<file path="src/pfb_pkg.sv">
// Package for the parallel flash bus host controller.
package pfb_pkg;
  // Bus timing figures in nanoseconds.
  localparam int CLK_PERIOD_NS      = 4;
  localparam int RANDOM_ACCESS_NS   = 90;
  localparam int PAGE_ACCESS_NS     = 25;
  localparam int WRITE_PULSE_NS     = 35;
  localparam int WRITE_HIGH_NS      = 20;
  localparam int RESET_PULSE_MIN_NS = 500;
  // Cycle counts; least times round up to whole cycles.
  localparam int RANDOM_ACCESS_CYC  =
    (RANDOM_ACCESS_NS + CLK_PERIOD_NS - 1) / CLK_PERIOD_NS;
  localparam int PAGE_ACCESS_CYC    =
    (PAGE_ACCESS_NS + CLK_PERIOD_NS - 1) / CLK_PERIOD_NS;
  localparam int WRITE_PULSE_CYC    =
    (WRITE_PULSE_NS + CLK_PERIOD_NS - 1) / CLK_PERIOD_NS;
  localparam int WRITE_HIGH_CYC     =
    (WRITE_HIGH_NS + CLK_PERIOD_NS - 1) / CLK_PERIOD_NS;
  localparam int RESET_PULSE_CYC    =
    (RESET_PULSE_MIN_NS + CLK_PERIOD_NS - 1) / CLK_PERIOD_NS;
  // Page geometry: eight words per page, sixteen bytes.
  localparam int PAGE_LSB           = 3;
  localparam int BUFFER_MAX_WORDS   = 16;
  localparam int BUFFER_MAX_BYTES   = 32;
  localparam int TIMER_W            = 8;
  // Pin data passes two flip-flops before the sequencer may read it.
  localparam int SYNC_CYC           = 2;
  // Request opcodes of the user port.
  typedef enum logic [1:0] {
    PFB_OP_READ  = 2'h0,
    PFB_OP_WRITE = 2'h1,
    PFB_OP_RESET = 2'h2
  } pfb_op_type;
  // Controller states, Gray coded in listed order; idle to write low and to or from reset low change two bits.
  typedef enum logic [2:0] {
    PFB_IDLE   = 3'h0,
    PFB_RDWAIT = 3'h1,
    PFB_WRLOW  = 3'h3,
    PFB_WRHIGH = 3'h2,
    PFB_RSTLOW = 3'h6
  } pfb_state_type;
  // Control pins toward the flash, all active low.
  typedef struct packed {
    logic chip_select_n;
    logic output_enable_n;
    logic write_enable_n;
    logic hardware_reset_n;
    logic width_select_n;
  } pfb_ctrl_type;
endpackage

</file>
<file path="src/pfb_host.sv">
// Host controller driving an asynchronous parallel flash over its pins.
`timescale 1ns/10ps
`default_nettype none
// Summary of operation
// - Read: select and output enable low, write high.
// - Write: select and write low, output enable high.
// - Fast program mode only flags the write on prog_cycle_o.
// - One buffer load holds sixteen words maximum.
module pfb_host
  import pfb_pkg::*;
#(
  parameter int ADDR_W = 22
) (
  input  wire logic              clock_i,
  input  wire logic              rst_n_i,
  input  wire logic              clk_en_i,
  input  wire logic              req_valid_i,
  input  wire pfb_op_type        req_op_i,
  input  wire logic [ADDR_W-1:0] req_addr_i,
  input  wire logic [15:0]       req_data_i,
  input  wire logic              byte_mode_i,
  input  wire logic              fast_program_i,
  input  wire logic              write_protect_i,
  output logic                   req_ready_o,
  output logic                   rsp_valid_o,
  output logic [15:0]            rsp_data_o,
  output logic                   prog_cycle_o,
  output logic [ADDR_W-1:0]      flash_addr_o,
  output logic                   byte_lsb_o,
  output pfb_ctrl_type           flash_ctrl_o,
  output logic                   write_protect_n_o,
  output logic [15:0]            flash_dq_o,
  output logic [15:0]            flash_dq_oe_o,
  input  wire logic [15:0]       flash_dq_i
);
  // Two-stage synchroniser for the data pins; only stage two is read.
  logic [15:0]      dq_meta_r;        // First stage.
  logic [15:0]      dq_sync_r;        // Second stage.
  logic [15:0]      dq_sync_nxt;      // Next value of the second stage.
  // Controller state.
  pfb_state_type    state_r;          // Present state.
  pfb_state_type    state_nxt;        // Next state.
  logic [TIMER_W-1:0] timer_r;        // Cycles left in the phase.
  logic [TIMER_W-1:0] timer_nxt;      // Next timer value.
  logic [ADDR_W-1:0]  addr_r;         // Address on the pins.
  logic [ADDR_W-1:0]  addr_nxt;       // Next address.
  logic               lsb_r;          // Byte address bit.
  logic               lsb_nxt;        // Next byte address bit.
  logic [15:0]        wdata_r;        // Write data on the pins.
  logic [15:0]        wdata_nxt;      // Next write data.
  logic               width_r;        // Width select level, high = word.
  logic               width_nxt;      // Next width select.
  logic               page_ok_r;      // Open page held since select.
  logic               page_ok_nxt;    // Next page flag.
  logic               sel_r;          // Chip select held low.
  logic               sel_nxt;        // Next select.
  logic [15:0]        rdata_r;        // Captured read data.
  logic [15:0]        rdata_nxt;      // Next captured data.
  logic               rvalid_r;       // Read answer pulse.
  logic               rvalid_nxt;     // Next answer pulse.
  logic               fast_r;         // Write issued in fast program mode.
  logic               fast_nxt;       // Next fast flag.
  logic               same_page;      // Request stays in the open page.

  // The upper address bits name the page; only the low ones may move.
  // In byte mode the request address holds one more low bit, so the page
  // starts one bit higher there.
  assign same_page = page_ok_r && sel_r && (byte_mode_i == !width_r) &&
    (byte_mode_i ?
       (req_addr_i[ADDR_W-1:PAGE_LSB+1] == addr_r[ADDR_W-1:PAGE_LSB+1]) :
       (req_addr_i[ADDR_W-1:PAGE_LSB] == addr_r[ADDR_W-1:PAGE_LSB]));

  // Next-value logic of the whole bus sequencer.
  always_comb begin
    state_nxt   = state_r;
    timer_nxt   = timer_r;
    addr_nxt    = addr_r;
    lsb_nxt     = lsb_r;
    wdata_nxt   = wdata_r;
    width_nxt   = width_r;
    page_ok_nxt = page_ok_r;
    sel_nxt     = sel_r;
    rdata_nxt   = rdata_r;
    rvalid_nxt  = 1'b0;
    fast_nxt    = fast_r;
    dq_sync_nxt = dq_meta_r;
    case (state_r)
      PFB_IDLE: begin
        if (req_valid_i) begin
          addr_nxt  = req_addr_i;
          lsb_nxt   = req_addr_i[0];
          width_nxt = !byte_mode_i;
          wdata_nxt = req_data_i;
          case (req_op_i)
            PFB_OP_READ: begin
              sel_nxt   = 1'b1;
              state_nxt = PFB_RDWAIT;
              // Within an open page the shorter time suffices. The wait
              // also covers the two synchroniser stages, or the capture
              // would see pin data from before the access time ran out.
              if (same_page) begin
                timer_nxt = TIMER_W'(PAGE_ACCESS_CYC + SYNC_CYC);
              end else begin
                timer_nxt = TIMER_W'(RANDOM_ACCESS_CYC + SYNC_CYC);
              end
            end
            PFB_OP_WRITE: begin
              // A write ends the page; the next read starts afresh.
              sel_nxt     = 1'b0;
              page_ok_nxt = 1'b0;
              fast_nxt    = fast_program_i;
              timer_nxt   = TIMER_W'(WRITE_PULSE_CYC);
              state_nxt   = PFB_WRLOW;
            end
            PFB_OP_RESET: begin
              sel_nxt     = 1'b0;
              page_ok_nxt = 1'b0;
              timer_nxt   = TIMER_W'(RESET_PULSE_CYC);
              state_nxt   = PFB_RSTLOW;
            end
            default: begin
              state_nxt = PFB_IDLE;
            end
          endcase
        end
      end
      PFB_RDWAIT: begin
        if (timer_r <= TIMER_W'(1)) begin
          rdata_nxt   = width_r ? dq_sync_r : {8'h00, dq_sync_r[7:0]};
          rvalid_nxt  = 1'b1;
          page_ok_nxt = 1'b1;
          state_nxt   = PFB_IDLE;
        end else begin
          timer_nxt = timer_r - TIMER_W'(1);
        end
      end
      PFB_WRLOW: begin
        // Write strobe falls with chip select, or alone if a page read held select low, so the address is taken at once.
        if (timer_r <= TIMER_W'(1)) begin
          timer_nxt = TIMER_W'(WRITE_HIGH_CYC);
          state_nxt = PFB_WRHIGH;
        end else begin
          timer_nxt = timer_r - TIMER_W'(1);
        end
      end
      PFB_WRHIGH: begin
        // Recovery with strobes high so the device latches cleanly.
        if (timer_r <= TIMER_W'(1)) begin
          state_nxt = PFB_IDLE;
        end else begin
          timer_nxt = timer_r - TIMER_W'(1);
        end
      end
      PFB_RSTLOW: begin
        if (timer_r <= TIMER_W'(1)) begin
          state_nxt = PFB_IDLE;
        end else begin
          timer_nxt = timer_r - TIMER_W'(1);
        end
      end
      default: begin
        state_nxt = PFB_IDLE;
      end
    endcase
  end

  // Registers only; the clock enable freezes everything.
  always_ff @(posedge clock_i or negedge rst_n_i) begin
    if (!rst_n_i) begin
      state_r   <= PFB_IDLE;
      timer_r   <= '0;
      addr_r    <= '0;
      lsb_r     <= 1'b0;
      wdata_r   <= 16'h0000;
      width_r   <= 1'b1;
      page_ok_r <= 1'b0;
      sel_r     <= 1'b0;
      rdata_r   <= 16'h0000;
      rvalid_r  <= 1'b0;
      fast_r    <= 1'b0;
      dq_meta_r <= 16'h0000;
      dq_sync_r <= 16'h0000;
    end else if (clk_en_i) begin
      state_r   <= state_nxt;
      timer_r   <= timer_nxt;
      addr_r    <= addr_nxt;
      lsb_r     <= lsb_nxt;
      wdata_r   <= wdata_nxt;
      width_r   <= width_nxt;
      page_ok_r <= page_ok_nxt;
      sel_r     <= sel_nxt;
      rdata_r   <= rdata_nxt;
      rvalid_r  <= rvalid_nxt;
      fast_r    <= fast_nxt;
      dq_meta_r <= flash_dq_i;
      dq_sync_r <= dq_sync_nxt;
    end
  end

  // Pin drive. Chip select stays low between page reads to keep the page.
  logic wr_phase;                     // Write strobe low phase.
  logic rd_phase;                     // Read phase.
  assign wr_phase = (state_r == PFB_WRLOW);
  assign rd_phase = (state_r == PFB_RDWAIT);
  assign flash_ctrl_o.chip_select_n    = !(rd_phase || wr_phase || sel_r);
  assign flash_ctrl_o.output_enable_n  = !rd_phase;
  assign flash_ctrl_o.write_enable_n   = !wr_phase;
  assign flash_ctrl_o.hardware_reset_n = (state_r != PFB_RSTLOW);
  assign flash_ctrl_o.width_select_n   = width_r;
  assign write_protect_n_o = !write_protect_i;
  assign flash_addr_o      = width_r ? addr_r : (addr_r >> 1);
  assign byte_lsb_o        = lsb_r;
  // Data driven only while writing; in byte mode line 15 carries address.
  assign flash_dq_o    = width_r ? wdata_r : {lsb_r, 7'h00, wdata_r[7:0]};
  assign flash_dq_oe_o = width_r ? {16{wr_phase || state_r == PFB_WRHIGH}}
                       : {!rd_phase || 1'b1, 7'h00,
                          {8{wr_phase || state_r == PFB_WRHIGH}}};
  assign req_ready_o  = (state_r == PFB_IDLE);
  assign rsp_valid_o  = rvalid_r;
  assign rsp_data_o   = rdata_r;
  assign prog_cycle_o = fast_r;

  // Assertions on the pin protocol.
  read_levels_a: assert property (@(posedge clock_i) disable iff (!rst_n_i)
    rd_phase |-> !flash_ctrl_o.chip_select_n && flash_ctrl_o.write_enable_n)
    else $error("read without proper strobes");
  write_levels_a: assert property (@(posedge clock_i) disable iff (!rst_n_i)
    wr_phase |-> flash_ctrl_o.output_enable_n && !flash_ctrl_o.chip_select_n)
    else $error("write with output enable low");
  no_contend_a: assert property (@(posedge clock_i) disable iff (!rst_n_i)
    !flash_ctrl_o.output_enable_n |-> flash_dq_oe_o[14:0] == 15'h0000)
    else $error("host drives data during read");
  reset_len_a: assert property (@(posedge clock_i) disable iff (!rst_n_i)
    $fell(flash_ctrl_o.hardware_reset_n) && clk_en_i
      |-> !flash_ctrl_o.hardware_reset_n [*8])
    else $error("reset pulse too short");
endmodule
`default_nettype wire

</file>
<file path="config.mk">
export PLATFORM = sky130hd
export DESIGN_NAME = pfb_host
export DESIGN_NICKNAME = d
export VERILOG_FILES = /design/src/pfb_pkg.sv /design/src/pfb_host.sv
export SDC_FILE = /design/constraint.sdc
export NUM_CORES = 1
export LEC_CHECK = 0
export BUFFER_PORTS_ARGS = -buffer_cell sky130_fd_sc_hd__buf_4
export CORE_MARGIN = 3
export CORE_UTILIZATION = 52
export DETAILED_ROUTE_END_ITERATION = 12
export PLACE_DENSITY = 0.8
export RECOVER_POWER = 50
export SLEW_MARGIN = 10
export SYNTH_ARGS = -nofsm -noshare
export SYNTH_HDL_FRONTEND = slang
export SYNTH_SLANG_ARGS = --single-unit
export TNS_END_PERCENT = 50
</file>
<file path="constraint.sdc">
create_clock -name clock_i -period 2.3 [get_ports clock_i]
set_input_delay 0 -clock clock_i [delete_from_list [all_inputs] [get_ports clock_i]]
set_output_delay 0 -clock clock_i [all_outputs]
set_load 0.01 [all_outputs]
</file>
==> out/results.ini <==
[critical_path]
critPathLaunchType = flip-flop
critical_path_class = reg -> reg
rrSetupSlack_ns = 0.17
reg2reg_to = timer_r[7]$_DFFE_PN0P_
cp.required_ns = 2.56
end_kind = flip-flop
cp_slowest_stage_delay_ns = 0.41
critPathSlowestCell = dfrtp_1
r2r_cells = 7
r2r_start = timer_r[0]$_DFFE_PN0P_
worstPathCellList = inv_1 -> ha_1 -> nor2_2 -> nor3_4 -> o22a_4 -> or2_1 -> o32ai_1
critPathMaxFanout = 8
crit_arrival_ns = 2.39

[sta]
slew_headroom_pct = 33.7
grt_setup_unrepaired = false
tightest_slew_ns = 0.995
tns_ns = 0
finalHoldViolCount = 0
max_freq_mhz = 469
setup_ws_ns = 0.168
period_share_pct = 92.7
skew_ns = 0.0138
period_minus_slack_ns = 2.13
hold_slack_ns = 0.0773
setup_violations = 0
slew_viol_final = 0

[clocking]
htreeDepth = 3
clk_pin_slew_ns = 0.10
cts_sinks = 102
clock_latency_ns = 0.36
cts_tree = done
cts_inserted_buffers = 9
root_buffer = clkbuf_8
clock_tree.buffer_depth = 2

[pwr]
power_density_nw_per_um2 = 1120
clkPwrFrac_pct = 16.2
p_sw_mw = 2.95
switching_share_pct = 39.0
p_leak_nw = 3.25
sequentialPowerShare_pct = 36.9
power_mw = 7.58
peakVddDrop_mv = 0.720
intPower_mw = 4.63
p_comb_share_pct = 46.9

[hold_path]
min_path_type = in -> reg
hold_end = sel_r$_DFFE_PN0P_
hold_start = req_op_i[0]
holdPathStages = 3

[placement]
gp_congestion = 0.872
numPortBuffers = 142
dp_hpwl_mm = 8.11
dp_slack_ns = 0.190
placed_area_um2 = 6110
dp_cells = 726

[floorplanning]
coreArea_um2 = 9330
fp.dieH_um = 105
dieWidth_um = 105
initial_core_util_pct = 54.2
die_area_um2 = 10900
rows = 35
io_pins = 143

[route]
ant_nets = 0
drt_iter0_drc = 190
vias = 4037
drc = 0
wirelength_mm = 11.9
viasPerCell = 5.05
wl_per_cell_um = 14.8
dr.pass1.iters = 4

[synth]
syn-instance-count = 490
ys_ff_latch = 102
yosys_warnings = 0
synth_cell_types = 52
synth.net_count = 560
yosysMostFrequentCell = nand2_1
synth_area_leader_cell = dfrtp_1
synthTopCellsByArea = dfrtp_1, mux2_2, nand2_1, buf_4, xnor2_1
synthArstFlopShare_pct = 100
synth.top_cells.by_count = nand2_1, dfrtp_1, mux2_2
synthesis.area_um2 = 5050
syn_area_per_cell_um2 = 10.3
ys_seq_area_share_pct = 50.6
yosysTopAreaCellShare_pct = 50.0
synthFlopType = dfrtp_1
synth_edf_count = 0

[layout]
nNetsFinal = 735
final_area_um2 = 6780
fillerInstances = 693
diodes = 0
area_delta_synth_final_pct = 34.2
drive_gt1_share_pct = 32.2
fin_util_pct = 72.6
final_cell_count_no_fill = 799

[grt]
grt_pass1_wl_mm = 19.9
overflow = 0
grt_max_degree = 43
grtUsageTotal_pct = 22.2
grt_pass1_vias = 4127
antenna_found_initial = 0

[outcome]
run_status = finished, final reports clean

[job]
cap_violations = 0

[worst max-delay path by stage]
stage,slack [ns],cells after the start,end,start
global route,0.02,7,timer_r[7]$_DFFE_PN0P_,timer_r[0]$_DFFE_PN0P_
global placement,0.30,7,timer_r[7]$_DFFE_PN0P_,timer_r[0]$_DFFE_PN0P_
finish,0.17,7,timer_r[7]$_DFFE_PN0P_,timer_r[0]$_DFFE_PN0P_
floorplan,0.37,8,timer_r[7]$_DFFE_PN0P_,timer_r[0]$_DFFE_PN0P_
detailed placement,0.19,7,timer_r[7]$_DFFE_PN0P_,timer_r[0]$_DFFE_PN0P_
CTS,0.16,7,timer_r[7]$_DFFE_PN0P_,timer_r[0]$_DFFE_PN0P_
[per-layer routing]
metal	wire length (um)	vias to the layer above	track usage [%]
met4	106	0	4.94
met1	4910	1967	27.8
met5	0	-	0
met3	569	8	4.69
li1	-	1956	-
met2	6260	106	39.5
[flip-flops by register name (all words and copies together) (netlist names), 3 cells and up]
signal      cells
addr_r         22
dq_meta_r      16
dq_sync_r      16
rsp_data_o     16
wdata_r        16
timer_r         8
state_r         3
[what timing repair did]
item	4_1_cts	5_1_grt
endpoints found under the hold margin	114	0
hold buffers	57	0
resized for setup	0	0
buffers inserted	0	0
[cells by family (layout without fill, tap and decap cells)]
family,Yosys count,count (layout),synth area share (%)
xor gates and xnor gates,19,19,3.29
buffers and inverters,55,235,6.34
adders and majority gates,7,7,1.73
AOI/OAI and AO/OA,40,40,5.40
and+or+nand+nor,204,204,18.5
DFF,102,102,50.6
muxes,63,63,14.2
[power by group through the flow]
| stage | logic (mW) | clock network, mW | registers, mW |
|---|---|---|---|
| after floorplan | 2.40 | 0 | 2.70 |
| after global placement | 3.49 | 0 | 2.79 |
| after detailed placement | 3.56 | 0 | 2.83 |
| after CTS | 3.65 | 1.26 | 2.79 |
| after global routing | 3.90 | 1.32 | 2.88 |
| final | 3.56 | 1.23 | 2.80 |
[cells in the final DEF (no fill, tap or decap), types with 5 or more instances in the layout]
master | Yosys | routed
nand2_1 | 147 | 147
buf_4 | 25 | 118
dfrtp_1 | 101 | 101
mux2_2 | 61 | 61
dlygate4sd3_1 | 0 | 57
clkbuf_1 | 10 | 28
o21ai_0 | 15 | 15
xnor2_1 | 13 | 13
inv_1 | 11 | 11
and2_1 | 9 | 9
clkbuf_8 | 0 | 9
nor2_1 | 8 | 8
ha_1 | 7 | 7
nor3_1 | 6 | 6
xor2_1 | 6 | 6
o31ai_1 | 5 | 5
nor4_1 | 5 | 5
[layout make-up]
cell class / instances / area [um^2] / area share [%]
Clock inverter: 7 / 97.6 / 1.44
Sequential cell: 102 / 2550 / 37.7
Clock buffer: 9 / 124 / 1.83
Inverter: 11 / 41.3 / 0.609
Multi-Input combinational cell: 333 / 2180 / 32.2
Timing Repair Buffer: 208 / 1620 / 23.9
Tap cell: 129 / 161 / 2.38
[critical path: cells and delay by family (launching register included)]
kind | cells | cell delay [ns]
and+or+nand+nor | 3 | 0.67
DFF | 1 | 0.41
buffers and inverters | 1 | 0.09
adders and majority gates | 1 | 0.24
AOI/OAI and AO/OA | 2 | 0.61
No activity file was read; power rests on OpenSTA's default activity.
